==> config.mk <==
export PLATFORM = sky130hd
export DESIGN_NAME = operand_field_decoder
export DESIGN_NICKNAME = d
export VERILOG_FILES = /design/src/operand_field_pkg.sv /design/src/gpr_code_decoder.sv /design/src/seg_code_decoder.sv /design/src/operand_field_decoder.sv
export SDC_FILE = /design/constraint.sdc
export NUM_CORES = 1
export LEC_CHECK = 0
export BUFFER_PORTS_ARGS = -buffer_cell sky130_fd_sc_hd__buf_4
export CAP_MARGIN = 15
export CELL_PAD_IN_SITES_DETAIL_PLACEMENT = 1
export CELL_PAD_IN_SITES_GLOBAL_PLACEMENT = 1
export CORE_UTILIZATION = 35
export DETAILED_ROUTE_END_ITERATION = 8
export GPL_TIMING_DRIVEN = 0
export PLACE_DENSITY = 0.87
export SLEW_MARGIN = 0
export SYNTH_ARGS = -nofsm -noshare
export SYNTH_HDL_FRONTEND = slang
export SYNTH_SLANG_ARGS = --single-unit
==> constraint.sdc <==
create_clock -name ref_clk -period 4.8 [get_ports ref_clk]
set_input_delay 0.72 -clock ref_clk [delete_from_list [all_inputs] [get_ports ref_clk]]
set_output_delay 0.72 -clock ref_clk [all_outputs]
set_load 0.005 [all_outputs]
==> src/operand_field_pkg.sv <==
// constants and types shared by the operand field decoder
package operand_field_pkg;

    // address width and register file size
    localparam int ADDR_W = 32;
    localparam int GPR_COUNT = 8;
    localparam int GPR_FILE_W = 256;

    // field positions within the mode/register byte
    localparam int MODE_MSB = 7;
    localparam int MODE_LSB = 6;
    localparam int REG_MSB = 5;
    localparam int REG_LSB = 3;
    localparam int RM_MSB = 2;
    localparam int RM_LSB = 0;

    // field positions within the scale-index-base byte
    localparam int SCALE_MSB = 7;
    localparam int SCALE_LSB = 6;
    localparam int INDEX_MSB = 5;
    localparam int INDEX_LSB = 3;
    localparam int BASE_MSB = 2;
    localparam int BASE_LSB = 0;

    // addressing mode field codes
    localparam logic [1:0] MODE_NO_DISP = 2'h0;
    localparam logic [1:0] MODE_BYTE_DISP = 2'h1;
    localparam logic [1:0] MODE_DWORD_DISP = 2'h2;
    localparam logic [1:0] MODE_REGISTER = 2'h3;

    // special register codes in address forms
    localparam logic [2:0] RM_SIB_PRESENT = 3'h4;
    localparam logic [2:0] INDEX_NONE = 3'h4;
    localparam logic [2:0] BASE_STACK = 3'h4;
    localparam logic [2:0] BASE_FRAME = 3'h5;
    localparam logic [2:0] GPR_ESP = 3'h4;
    localparam logic [2:0] GPR_EBP = 3'h5;
    localparam logic [1:0] SCALE_ONE = 2'h0;

    // register code layout: top bit picks the high byte for byte operands
    localparam int HIGH_BYTE_BIT = 2;

    // segment selector codes
    localparam logic [2:0] SEG_CODE_ES = 3'h0;
    localparam logic [2:0] SEG_CODE_CS = 3'h1;
    localparam logic [2:0] SEG_CODE_SS = 3'h2;
    localparam logic [2:0] SEG_CODE_DS = 3'h3;
    localparam logic [2:0] SEG_CODE_FS = 3'h4;
    localparam logic [2:0] SEG_CODE_GS = 3'h5;

    // displacement lengths in bytes
    localparam logic [2:0] DISP_LEN_NONE = 3'h0;
    localparam logic [2:0] DISP_LEN_BYTE = 3'h1;
    localparam logic [2:0] DISP_LEN_WORD = 3'h2;
    localparam logic [2:0] DISP_LEN_DWORD = 3'h4;

    // scale factors
    localparam logic [3:0] SCALE_FACTOR_BASE = 4'h1;

    typedef enum logic [2:0] {seg_es, seg_cs, seg_ss, seg_ds, seg_fs, seg_gs, seg_none} seg_t;
    typedef enum logic [1:0] {part_low_byte, part_high_byte, part_word, part_dword} part_t;

endpackage : operand_field_pkg

==> src/gpr_code_decoder.sv <==
// maps a 3-bit register code to a general register and the part used
`timescale 1ns/1ps
module gpr_code_decoder (
    // register code and operand size
    input wire logic [2:0] code,
    input wire logic width_bit,
    input wire logic operand_size_32,
    // selected register
    output logic [2:0] gpr_index,
    output operand_field_pkg::part_t part
);

    // byte codes 4..7 reach the high byte of the first four registers
    always_comb
    begin
        if (!width_bit)
        begin
            gpr_index = {1'b0, code[operand_field_pkg::HIGH_BYTE_BIT-1:0]}; // RULE2
            part = code[operand_field_pkg::HIGH_BYTE_BIT] ? operand_field_pkg::part_high_byte
                                                          : operand_field_pkg::part_low_byte;
        end
        else
        begin
            gpr_index = code; // RULE2
            part = operand_size_32 ? operand_field_pkg::part_dword : operand_field_pkg::part_word;
        end
    end

endmodule : gpr_code_decoder

==> src/seg_code_decoder.sv <==
// maps a 2-bit or 3-bit segment selector code to a segment register
`timescale 1ns/1ps
module seg_code_decoder (
    // selector code, high bit ignored in two-bit form
    input wire logic [2:0] code,
    input wire logic two_bit,
    // selected segment
    output operand_field_pkg::seg_t seg,
    output logic seg_valid
);

    logic [2:0] code_eff;

    // the two-bit codes share the low four entries of the three-bit map
    assign code_eff = two_bit ? {1'b0, code[1:0]} : code;

    always_comb
    begin
        seg_valid = 1'b1;
        case (code_eff)
            operand_field_pkg::SEG_CODE_ES: seg = operand_field_pkg::seg_es; // RULE3
            operand_field_pkg::SEG_CODE_CS: seg = operand_field_pkg::seg_cs; // RULE3
            operand_field_pkg::SEG_CODE_SS: seg = operand_field_pkg::seg_ss; // RULE3
            operand_field_pkg::SEG_CODE_DS: seg = operand_field_pkg::seg_ds; // RULE3
            operand_field_pkg::SEG_CODE_FS: seg = operand_field_pkg::seg_fs; // RULE4
            operand_field_pkg::SEG_CODE_GS: seg = operand_field_pkg::seg_gs; // RULE4
            default:
            begin
                seg = operand_field_pkg::seg_none; // RULE4
                seg_valid = 1'b0;
            end
        endcase
    end

endmodule : seg_code_decoder

==> src/operand_field_decoder.sv <==
// operand field decoder: register, segment and scale-index-base address decode
//
// How it works
// RULE1: addressing mode 11 makes the register/memory field a register code decoded like reg.
// RULE2: the reg field picks AL..BH for byte operands, AX..DI or EAX..EDI for word operands.
// RULE3: the two-bit segment selector maps 00 ES, 01 CS, 10 SS, 11 DS.
// RULE4: the three-bit segment selector adds 100 FS and 101 GS; 110 and 111 select nothing.
// RULE5: the scale field multiplies the index by 1, 2, 4 or 8 for codes 00 to 11.
// RULE6: the index field names EAX..EDI, except code 100 which means no index at all.
// RULE7: with no index the scale must be 00, otherwise the address is flagged undefined.
// RULE8: mode comes from mode/register bits 7:6, base from scale-index-base bits 2:0.
// RULE9: mode 00 adds base and scaled index in DS; base 100 is ESP in SS; 101 is a dword instead.
// RULE10: modes 01 and 10 add a byte or dword displacement; bases 100 and 101 use SS, others DS.
// RULE11: displacements are 8, 16 or 32 bits wide, taken from the instruction stream.
// RULE12: a byte displacement is sign extended and the address sums wrap at 32 bits.
`timescale 1ns/1ps
module operand_field_decoder (
    // clock and reset
    input wire logic ref_clk,
    input wire logic rst,
    // instruction bytes from the fetch stream
    input wire logic decode_strobe,
    input wire logic [7:0] mode_register_byte,
    input wire logic [7:0] scale_index_base_byte,
    input wire logic [31:0] displacement_bytes,
    input wire logic [1:0] two_bit_segment_selector,
    input wire logic [2:0] three_bit_segment_selector,
    // operating sizes
    input wire logic width_bit,
    input wire logic operand_size_32,
    input wire logic address_size_32,
    // register file read port, register n at bits 32n+31..32n
    input wire logic [255:0] gpr_file,
    // register operand selection
    output logic result_valid,
    output logic [2:0] reg_gpr,
    output operand_field_pkg::part_t reg_part,
    output logic rm_is_register,
    output logic [2:0] rm_gpr,
    output operand_field_pkg::part_t rm_part,
    // segment selection
    output operand_field_pkg::seg_t seg2_sel,
    output operand_field_pkg::seg_t seg3_sel,
    output logic seg3_valid,
    // scale-index-base address
    output logic sib_form,
    output logic base_used,
    output logic [2:0] base_gpr,
    output logic index_used,
    output logic [2:0] index_gpr,
    output logic [3:0] scale_factor,
    output logic [2:0] disp_len,
    output logic [31:0] disp_value,
    output logic [31:0] base_value,
    output logic [31:0] scaled_index,
    output logic [31:0] ea,
    output operand_field_pkg::seg_t ea_segment,
    output logic ea_defined
);

    // field extraction
    logic [1:0] addressing_mode_field;
    logic [2:0] register_operand_field;
    logic [2:0] register_memory_field;
    logic [1:0] scale_field;
    logic [2:0] index_field;
    logic [2:0] base_field;
    logic [7:0] byte_displacement;
    logic [15:0] word_displacement;
    logic [31:0] dword_displacement;

    // decoded values before the output flops
    logic [2:0] reg_gpr_next;
    operand_field_pkg::part_t reg_part_next;
    logic [2:0] rm_gpr_next;
    operand_field_pkg::part_t rm_part_next;
    operand_field_pkg::seg_t seg2_next;
    operand_field_pkg::seg_t seg3_next;
    logic seg3_valid_next;
    logic sib_next;
    logic base_used_next;
    logic index_used_next;
    logic [2:0] disp_len_next;
    logic [31:0] disp_next;
    logic [31:0] base_value_next;
    logic [31:0] index_value;
    logic [31:0] scaled_next;
    logic [3:0] scale_factor_next;
    operand_field_pkg::seg_t ea_seg_next;
    logic ea_defined_next;

    // output flops
    logic result_valid_reg;
    logic [2:0] reg_gpr_reg;
    operand_field_pkg::part_t reg_part_reg;
    logic rm_is_register_reg;
    logic [2:0] rm_gpr_reg;
    operand_field_pkg::part_t rm_part_reg;
    operand_field_pkg::seg_t seg2_reg;
    operand_field_pkg::seg_t seg3_reg;
    logic seg3_valid_reg;
    logic sib_reg;
    logic base_used_reg;
    logic [2:0] base_gpr_reg;
    logic index_used_reg;
    logic [2:0] index_gpr_reg;
    logic [3:0] scale_factor_reg;
    logic [2:0] disp_len_reg;
    logic [31:0] disp_reg;
    logic [31:0] base_value_reg;
    logic [31:0] scaled_reg;
    logic [31:0] ea_reg;
    operand_field_pkg::seg_t ea_seg_reg;
    logic ea_defined_reg;

    // fields at their fixed byte positions
    assign addressing_mode_field =
        mode_register_byte[operand_field_pkg::MODE_MSB:operand_field_pkg::MODE_LSB]; // RULE8
    assign register_operand_field =
        mode_register_byte[operand_field_pkg::REG_MSB:operand_field_pkg::REG_LSB];
    assign register_memory_field =
        mode_register_byte[operand_field_pkg::RM_MSB:operand_field_pkg::RM_LSB];
    assign scale_field =
        scale_index_base_byte[operand_field_pkg::SCALE_MSB:operand_field_pkg::SCALE_LSB];
    assign index_field =
        scale_index_base_byte[operand_field_pkg::INDEX_MSB:operand_field_pkg::INDEX_LSB];
    assign base_field =
        scale_index_base_byte[operand_field_pkg::BASE_MSB:operand_field_pkg::BASE_LSB]; // RULE8
    assign byte_displacement = displacement_bytes[7:0]; // RULE11
    assign word_displacement = displacement_bytes[15:0]; // RULE11
    assign dword_displacement = displacement_bytes; // RULE11

    // one decoder each for reg and register/memory, same mapping for both
    gpr_code_decoder reg_decoder (
        .code(register_operand_field),
        .width_bit(width_bit),
        .operand_size_32(operand_size_32),
        .gpr_index(reg_gpr_next),
        .part(reg_part_next)
    );

    gpr_code_decoder rm_decoder (
        .code(register_memory_field), // RULE1
        .width_bit(width_bit),
        .operand_size_32(operand_size_32),
        .gpr_index(rm_gpr_next),
        .part(rm_part_next)
    );

    // segment selector decoders
    seg_code_decoder seg2_decoder (
        .code({1'b0, two_bit_segment_selector}),
        .two_bit(1'b1),
        .seg(seg2_next),
        .seg_valid()
    );

    seg_code_decoder seg3_decoder (
        .code(three_bit_segment_selector),
        .two_bit(1'b0),
        .seg(seg3_next),
        .seg_valid(seg3_valid_next)
    );

    // the escape code in register/memory only means sib with 32-bit addressing
    assign sib_next = address_size_32
                      && (addressing_mode_field != operand_field_pkg::MODE_REGISTER)
                      && (register_memory_field == operand_field_pkg::RM_SIB_PRESENT);

    // index selection; code 100 contributes nothing
    assign index_used_next = sib_next && (index_field != operand_field_pkg::INDEX_NONE); // RULE6
    assign index_value = index_used_next ? gpr_file[{index_field, 5'h00} +: 32] : 32'h0; // RULE6
    assign scaled_next = index_value << scale_field; // RULE5
    assign scale_factor_next = operand_field_pkg::SCALE_FACTOR_BASE << scale_field; // RULE5

    // no base register in mode 00 with base 101, a dword stands there instead
    assign base_used_next = sib_next
                            && !((addressing_mode_field == operand_field_pkg::MODE_NO_DISP)
                                 && (base_field == operand_field_pkg::BASE_FRAME)); // RULE9
    assign base_value_next = base_used_next ? gpr_file[{base_field, 5'h00} +: 32] : 32'h0;

    // displacement width and value by mode
    always_comb
    begin
        disp_len_next = operand_field_pkg::DISP_LEN_NONE;
        disp_next = 32'h0;
        case (addressing_mode_field)
            operand_field_pkg::MODE_BYTE_DISP:
            begin
                disp_len_next = operand_field_pkg::DISP_LEN_BYTE; // RULE10
                disp_next = {{24{byte_displacement[7]}}, byte_displacement}; // RULE12
            end
            operand_field_pkg::MODE_DWORD_DISP:
            begin
                if (address_size_32)
                begin
                    disp_len_next = operand_field_pkg::DISP_LEN_DWORD; // RULE10
                    disp_next = dword_displacement;
                end
                else
                begin
                    disp_len_next = operand_field_pkg::DISP_LEN_WORD; // RULE11
                    disp_next = {{16{word_displacement[15]}}, word_displacement};
                end
            end
            operand_field_pkg::MODE_NO_DISP:
            begin
                if (sib_next && (base_field == operand_field_pkg::BASE_FRAME))
                begin
                    disp_len_next = operand_field_pkg::DISP_LEN_DWORD; // RULE9
                    disp_next = dword_displacement;
                end
            end
            default:
            begin
                disp_len_next = operand_field_pkg::DISP_LEN_NONE;
                disp_next = 32'h0;
            end
        endcase
    end

    // default segment: stack bases go to SS, mode 00 frame code is DS
    always_comb
    begin
        ea_seg_next = operand_field_pkg::seg_ds; // RULE9
        if (base_field == operand_field_pkg::BASE_STACK)
        begin
            ea_seg_next = operand_field_pkg::seg_ss; // RULE9
        end
        else if ((base_field == operand_field_pkg::BASE_FRAME)
                 && (addressing_mode_field != operand_field_pkg::MODE_NO_DISP))
        begin
            ea_seg_next = operand_field_pkg::seg_ss; // RULE10
        end
    end

    // scale other than 00 without an index leaves the address undefined
    assign ea_defined_next = sib_next
                             && !((index_field == operand_field_pkg::INDEX_NONE)
                                  && (scale_field != operand_field_pkg::SCALE_ONE)); // RULE7

    // result valid strobe, one cycle after the request
    always_ff @(posedge ref_clk or posedge rst)
    begin
        if (rst)
            result_valid_reg <= 1'b0;
        else
            result_valid_reg <= decode_strobe;
    end

    // register operand outputs, held until the next request
    always_ff @(posedge ref_clk or posedge rst)
    begin
        if (rst)
        begin
            reg_gpr_reg <= 3'h0;
            reg_part_reg <= operand_field_pkg::part_low_byte;
            rm_is_register_reg <= 1'b0;
            rm_gpr_reg <= 3'h0;
            rm_part_reg <= operand_field_pkg::part_low_byte;
        end
        else if (decode_strobe)
        begin
            reg_gpr_reg <= reg_gpr_next; // RULE2
            reg_part_reg <= reg_part_next;
            rm_is_register_reg <= (addressing_mode_field == operand_field_pkg::MODE_REGISTER); // RULE1
            rm_gpr_reg <= rm_gpr_next;
            rm_part_reg <= rm_part_next;
        end
    end

    // segment selector outputs
    always_ff @(posedge ref_clk or posedge rst)
    begin
        if (rst)
        begin
            seg2_reg <= operand_field_pkg::seg_es;
            seg3_reg <= operand_field_pkg::seg_es;
            seg3_valid_reg <= 1'b0;
        end
        else if (decode_strobe)
        begin
            seg2_reg <= seg2_next; // RULE3
            seg3_reg <= seg3_next; // RULE4
            seg3_valid_reg <= seg3_valid_next;
        end
    end

    // address outputs; the sum is cut to 32 bits so it wraps
    always_ff @(posedge ref_clk or posedge rst)
    begin
        if (rst)
        begin
            sib_reg <= 1'b0;
            base_used_reg <= 1'b0;
            base_gpr_reg <= 3'h0;
            index_used_reg <= 1'b0;
            index_gpr_reg <= 3'h0;
            scale_factor_reg <= operand_field_pkg::SCALE_FACTOR_BASE;
            disp_len_reg <= operand_field_pkg::DISP_LEN_NONE;
            disp_reg <= 32'h0;
            base_value_reg <= 32'h0;
            scaled_reg <= 32'h0;
            ea_reg <= 32'h0;
            ea_seg_reg <= operand_field_pkg::seg_ds;
            ea_defined_reg <= 1'b0;
        end
        else if (decode_strobe)
        begin
            sib_reg <= sib_next;
            base_used_reg <= base_used_next;
            base_gpr_reg <= base_field; // RULE8
            index_used_reg <= index_used_next;
            index_gpr_reg <= index_field;
            scale_factor_reg <= scale_factor_next;
            disp_len_reg <= disp_len_next;
            disp_reg <= disp_next;
            base_value_reg <= base_value_next;
            scaled_reg <= scaled_next;
            ea_reg <= base_value_next + scaled_next + disp_next; // RULE12
            ea_seg_reg <= ea_seg_next;
            ea_defined_reg <= ea_defined_next;
        end
    end

    // outputs straight from the flops
    assign result_valid = result_valid_reg;
    assign reg_gpr = reg_gpr_reg;
    assign reg_part = reg_part_reg;
    assign rm_is_register = rm_is_register_reg;
    assign rm_gpr = rm_gpr_reg;
    assign rm_part = rm_part_reg;
    assign seg2_sel = seg2_reg;
    assign seg3_sel = seg3_reg;
    assign seg3_valid = seg3_valid_reg;
    assign sib_form = sib_reg;
    assign base_used = base_used_reg;
    assign base_gpr = base_gpr_reg;
    assign index_used = index_used_reg;
    assign index_gpr = index_gpr_reg;
    assign scale_factor = scale_factor_reg;
    assign disp_len = disp_len_reg;
    assign disp_value = disp_reg;
    assign base_value = base_value_reg;
    assign scaled_index = scaled_reg;
    assign ea = ea_reg;
    assign ea_segment = ea_seg_reg;
    assign ea_defined = ea_defined_reg;

    // checks on the decoded outputs
    rm_register_sel_a: assert property (@(posedge ref_clk) disable iff (rst) // RULE1
        decode_strobe && (addressing_mode_field == operand_field_pkg::MODE_REGISTER)
        && width_bit |=> rm_is_register_reg && (rm_gpr_reg == $past(register_memory_field)))
        else $error("register/memory field not taken as register");

    reg_high_byte_a: assert property (@(posedge ref_clk) disable iff (rst) // RULE2
        decode_strobe && !width_bit && register_operand_field[operand_field_pkg::HIGH_BYTE_BIT]
        |=> (reg_part_reg == operand_field_pkg::part_high_byte)
            && (reg_gpr_reg[operand_field_pkg::HIGH_BYTE_BIT] == 1'b0))
        else $error("byte code not mapped to high byte");

    seg2_ss_sel_a: assert property (@(posedge ref_clk) disable iff (rst) // RULE3
        decode_strobe && (two_bit_segment_selector == operand_field_pkg::SEG_CODE_SS[1:0])
        |=> seg2_reg == operand_field_pkg::seg_ss)
        else $error("two-bit selector 10 not SS");

    seg3_undefined_a: assert property (@(posedge ref_clk) disable iff (rst) // RULE4
        decode_strobe |=> (seg3_valid_reg == ($past(three_bit_segment_selector) <= 3'h5)))
        else $error("three-bit selector validity wrong");

    scale_by_eight_a: assert property (@(posedge ref_clk) disable iff (rst) // RULE5
        decode_strobe && (scale_field == 2'h3)
        |=> (scale_factor_reg == 4'h8) && (scaled_reg[2:0] == 3'h0))
        else $error("scale 11 not x8");

    no_index_zero_a: assert property (@(posedge ref_clk) disable iff (rst) // RULE6
        decode_strobe && (index_field == operand_field_pkg::INDEX_NONE)
        |=> !index_used_reg && (scaled_reg == 32'h0))
        else $error("index 100 contributed");

    undefined_scale_a: assert property (@(posedge ref_clk) disable iff (rst) // RULE7
        decode_strobe && sib_next && (index_field == operand_field_pkg::INDEX_NONE)
        |=> (ea_defined_reg == ($past(scale_field) == operand_field_pkg::SCALE_ONE)))
        else $error("undefined address not flagged");

    base_field_bits_a: assert property (@(posedge ref_clk) disable iff (rst) // RULE8
        decode_strobe |=> base_gpr_reg == $past(scale_index_base_byte[2:0]))
        else $error("base not taken from bits 2:0");

    mode0_dword_base_a: assert property (@(posedge ref_clk) disable iff (rst) // RULE9
        decode_strobe && sib_next && (addressing_mode_field == operand_field_pkg::MODE_NO_DISP)
        && (base_field == operand_field_pkg::BASE_FRAME)
        |=> !base_used_reg && (ea_seg_reg == operand_field_pkg::seg_ds)
            && (disp_reg == $past(displacement_bytes)))
        else $error("mode 00 base 101 wrong");

    frame_base_ss_a: assert property (@(posedge ref_clk) disable iff (rst) // RULE10
        decode_strobe && sib_next && (addressing_mode_field == operand_field_pkg::MODE_BYTE_DISP)
        && (base_field == operand_field_pkg::BASE_FRAME)
        |=> base_used_reg && (ea_seg_reg == operand_field_pkg::seg_ss))
        else $error("frame base not in SS");

    byte_disp_sext_a: assert property (@(posedge ref_clk) disable iff (rst) // RULE12
        decode_strobe && (addressing_mode_field == operand_field_pkg::MODE_BYTE_DISP)
        |=> (disp_len_reg == operand_field_pkg::DISP_LEN_BYTE)
            && (disp_reg == {{24{$past(byte_displacement[7])}}, $past(byte_displacement)}))
        else $error("byte displacement not sign extended");

    ea_wrap_sum_a: assert property (@(posedge ref_clk) disable iff (rst) // RULE12
        result_valid_reg |-> ea_reg == 32'(base_value_reg + scaled_reg + disp_reg))
        else $error("effective address sum wrong");

endmodule : operand_field_decoder

==> Yosys cells after proc, flatten, opt, wreduce, memory -nomap -nowiden <==
Index checks and enable logic that the tools add are counted.
{ "classes": {"addsub": 2, "eq_ne": 17, "shift": 4, "mux": 20, "n_reduce_logical": 17} }
{ "op_table": {"columns": ["operator", "n"], "rows": [
  ["$shiftx 256x9->32", 2],
  ["$mux 32", 4],
  ["$pmux 32 s3", 1],
  ["$add 32x32->32", 2],
  ["$shl 32x2->32", 1],
  ["$eq 3x3->1 const B", 6],
  ["$pmux 3 s6", 1],
  ["$mux 3", 4],
  ["$pmux 3 s4", 1],
  ["$logic_and 1x1->1", 9],
  ["$pmux 3 s3", 1],
  ["$eq 2x2->1 const B", 4],
  ["$eq 3x2->1 const B", 2],
  ["$logic_not 3->1", 2],
  ["$mux 1", 6],
  ["$reduce_or 6->1", 1],
  ["$eq 2x1->1 const B", 2],
  ["$mux 2", 2],
  ["$reduce_bool 2->1", 2],
  ["$shl 1x2->4 const A", 1],
  ["$eq 3x1->1 const B", 1],
  ["$ne 3x3->1 const B", 1],
  ["$logic_not 1->1", 2],
  ["$logic_not 2->1", 1],
  ["$ne 2x2->1 const B", 1]
]} }
{ "word_totals": {"reg_bits": 167, "input_bits": 315, "out_inout_bits": 167, "word_cells": 82} }

==> Longest topological paths before layout <==
{ "logic_depth": {"ltp_word": 8, "mapped_depth": 21, "mapped_depth_nobuf": 17} }

==> Cells and area by module <==
Synthesis repeated with hierarchy kept, for this count alone.
{ "unflattened": {"cells_unflattened": 1263, "area_unflattened_um2": 13914.6} }
{ "by_module_without_submodules": {"columns": ["module", "instances", "cells_each", "area_each_um2"], "rows": [
  ["operand_field_decoder", 1, 1245, 13751.9],
  ["gpr_code_decoder", 2, 5, 45.0],
  ["seg_code_decoder", 2, 4, 36.3]
]} }

==> Worst setup path after synthesis <==
OpenSTA, ideal clock, no wires.
{ "synth_timing": {"path_kind": "input -> register", "from": "input scale_index_base_byte[3]", "to": "register ea_reg[31] (netlist: ea[31])", "setup_ps": 69, "t_arrival_ps": 5394, "required_time_ps": 4731, "path_slack_ps": -663, "path_stages": 20, "path_buffers": 3, "path_cell_list": "buf_2 > buf_2 > buf_1 > mux4_2 > mux2i_1 > nor3_1 > a21oi_1 > nand2_1 > nand2_1 > fa_1 > inv_1 > ha_1 > a21oi_1 > o21ai_0 > a21o_1 > a221oi_1 > o21ai_0 > a2111o_1 > a2111o_1 > nand3_1"} }
{ "synth_via": {"elab_chain_cells": 6} }
{ "synth_rtl": {"columns": ["element", "line", "text"], "rows": [
  ["from (decl)", "operand_field_decoder.sv:24", "input wire logic [7:0] scale_index_base_byte,"],
  ["branches (longest 2 deep; another with $shiftx 256x9->32)", null, null],
  ["$mux 32 *", "operand_field_decoder.sv:172", "assign index_value = index_used_next ? gpr_file[{index_field, 5'h00} +: 32] : 32'h0;"],
  ["$shl 32x2->32 *", "operand_field_decoder.sv:173", "assign scaled_next = index_value << scale_field;"],
  ["$add 32x32->32 * (2 in a row)", "operand_field_decoder.sv:320", "ea_reg <= base_value_next + scaled_next + disp_next;"],
  ["to (signal assigned)", "operand_field_decoder.sv:320", null],
  ["to (decl)", "operand_field_decoder.sv:112", "logic [31:0] ea_reg;"]
]} }
Every way passes the cells marked *.
A chain may end at the register's enable or synchronous reset.

==> Final worst setup path <==
{ "layout_timing": {"from": "input scale_index_base_byte[3]", "to": "register ea_reg[31] (netlist: ea[31])"} }
{ "layout_via": {"elab_chain_cells": 6} }
{ "layout_rtl": {"columns": ["element", "line", "text"], "rows": [
  ["branches (longest 2 deep; another with $shiftx 256x9->32)", null, null],
  ["$mux 32 *", "operand_field_decoder.sv:172", null],
  ["$shl 32x2->32 *", "operand_field_decoder.sv:173", null],
  ["net scaled_next[6]", "operand_field_decoder.sv:87", "logic [31:0] scaled_next;"],
  ["$add 32x32->32 * (2 in a row)", "operand_field_decoder.sv:320", null]
]} }
Mark *: on every way through the listed nets, which the timed path passes.

==> reports/metrics.yaml <==
p_comb_share_pct: 36.5
die_width_um: 197
globalplace.congestion: 0.929
rows: 71
relSlewSlack_pct: 36.3
setup_viol: 2
clk_path_buf_depth: 2
power.total_w: 0.00477
cpPeakStageDelay_ps: 570
cts_tree: "built"
synth.top_cell.area_share_pct: 30.4
violations: "setup timing"
synth.cell_area_um2: 13300
p_switching_w: 0.00163
cts_root_buffer: "clkbuf_16"
dr_total_vias: 13760
cts.sinks: 164
arrival_ps: 5290
numPortBuffers: 473
crit_slowest_cell: "fa_1"
final.hold.worst_slack_ps: 373
ant_nets: 0
final_area_um2: 19700
finClkSkew_ps: 0
path_class: "in -> reg"
die_h_um: 197
cellPowerDensity_nw_per_um2: 243
yosysTopAreaCell: "dfrtp_1"
hpwl_um: 54400
yosysSeqAreaShare_pct: 30.8
timing.final.crit_share_pct: 102
h-tree-depth: 4
fin_setup_tns_ps: -104
sequentialPowerShare_pct: 33.8
grt_max_degree: 44
run_status: "complete, but fails checks"
final_cell_mix: "buf_4 (514), nand2_1 (164), dfrtp_1 (162)"
critical_path.top_delay_family: "compound AO/OA/AOI/OAI gates"
post-place-ws_ps: -1990
crit_chain: "buf_16 -> clkbuf_16 -> buf_4 -> mux4_2 -> mux2i_2 -> nor2_1 -> a21oi_2 -> mux2i_2 -> fa_1 -> ha_2 -> a21oi_1 -> a21oi_4 -> a221oi_4 -> o21ai_2 -> a2111o_1 -> a2111o_1 -> nand3_2"
yosys_warnings: 0
synth_area_leaders: "dfrtp_1 (30%), mux4_2 (21%), mux2_2 (4.9%)"
antenna_found_initial: 7
clk_latency_ps: 470
overflow: 0
area_growth_pct: 47.6
final_common_cell: "buf_4"
viasPerCell: 5.89
slew_viol_final: 0
initial_core_util_pct: 35.4
clock.fmax_mhz: 204
critPathCaptureType: "flip-flop"
hp-class: "in -> reg"
avgSynthCellArea_um2: 10.5
core_um2: 37600
drv_cap: 0
ys_ff_latch: 164
hold_viol_final: 0
setup_ws_ps: -91.1
ys_types: 64
crit_required_ps: 5190
drive_gt1_share_pct: 50.1
grt_pass1_vias: 15105
critPathMaxFanout: 10
cts.clk_slew.worst_paths_ps: 70
worst_pin_slew_ps: 956
io_pins: 482
wire_per_inst_um: 29.4
nNetsFinal: 2182
p_int_w: 0.00314
drt_iter0_drc: 914
clockPowerShare_pct: 29.7
wl_um: 68800
crit_path_start_kind: "input port"
drtPass1Iterations: 5
placed_cell_area_um2: 17700
drc: 0
cts_buffers: 17
dieArea_um2: 38800
synth_nets: 1648
grt_use_total_pct: 34.9
synth_flop_cell: "dfrtp_1"
crit_buf_inv: 3
ctsHoldBuffers: 0
grt_pass1_wl_um: 97800
max-vdd-ir-drop_mv: 0.281
postSynth.asyncResetShare_pct: 100
power_leakage_nw: 9.04
switching_share_pct: 34.1
netlist_instances: 1271
synth_edf_count: 0
layout_min_cycle_time_ps: 4890
rsz0062_at_grt: "true"
[cell usage after synthesis, types with 3 or more instances]
master	number
xnor2_1	15
o211ai_1	6
a211oi_1	10
a21o_1	43
buf_1	25
o31ai_1	5
clkbuf_1	62
and2_1	9
mux2_2	58
nor2_1	55
mux2i_1	46
nand2_1	174
nor2b_1	5
buf_4	3
o21a_1	5
ha_1	30
and3_1	9
nor3_1	33
o2bb2ai_1	23
nand3_1	10
xor2_1	5
nor4b_1	3
a31oi_1	8
o21ai_0	71
inv_1	65
fa_1	32
nand3b_1	4
a21oi_1	85
mux4_1	3
dfrtp_1	162
or3_1	4
nand2b_1	27
mux4_2	125
buf_2	7
[per-stage QoR]
step / util, % / cells
after global placement: 46.8 / 2255
after floorplan: - / 1271
final: 52.3 / 2337
after detailed placement: 47.1 / 2259
after global routing: 52.3 / 2335
after CTS: 50.6 / 2302
[timing repair]
| item | 4_1_cts | 5_1_grt |
|---|---|---|
| gates cloned | 1 | 1 |
| endpoints found under the setup margin | 25 | 16 |
| gates resized for setup | 163 | 98 |
| pin swaps | 20 | 47 |
| setup buffers | 12 | 28 |
[power by group through the flow]
stage                     combinational (W)  sequential (W)  clock [W]
after floorplan                    0.000751         0.00163          0
after global placement              0.00148         0.00163          0
after detailed placement            0.00154         0.00164          0
after CTS                           0.00163         0.00161    0.00143
after global routing                0.00185         0.00163    0.00148
final                               0.00174         0.00161    0.00142
[path summary, 6_finish.rpt]
kind | startpoint | end | slack [ps] | cells after the start
worst max-delay path | scale_index_base_byte[3] | ea[31] | -90 | 17
worst min-delay path | decode_strobe | result_valid | 370 | 1
worst max register to register | ea[31] | ea[31] | 3800 | 2
worst min register to register | seg3_sel[0] | seg3_sel[0] | 480 | 1
max in group asynchronous | rst | scale_factor[0] | 3370 | 4
min in group asynchronous | rst | disp_value[17] | 440 | 2
[logic make-up after synthesis]
| kind of cell | after synthesis | share of synthesized area, % |
|---|---|---|
| buffers and inverters | 163 | 4.80 |
| other | 2 | 0.0564 |
| AO/OA/AOI/OAI | 282 | 13.4 |
| flip-flops | 164 | 30.8 |
| multiplexers | 232 | 30.1 |
| XOR/XNOR | 21 | 1.48 |
| adder cells (fa/ha/maj) | 62 | 7.63 |
| AND/OR/NAND/NOR | 345 | 11.7 |
[metal layers]
metal | part of all wire [%] | routed length, um | global-route usage (%)
met5 | 0 | 0 | 0
met4 | 5.3 | 3650 | 17.3
met3 | 6.6 | 4540 | 6.78
met2 | 51 | 34800 | 61.2
met1 | 38 | 25800 | 40.8
[final cells by class]
type | count | area, um^2
diodes | 8 | 20.0
fillers | 4132 | 17900
well taps | 511 | 639
multi-input cells | 944 | 9350
inverters | 65 | 248
flip-flops and latches | 164 | 4110
repair buffers | 518 | 4000
plain buffers | 95 | 712
clock buffers | 19 | 443
clock inverters | 13 | 138
Power figures use the tool's default switching activity.
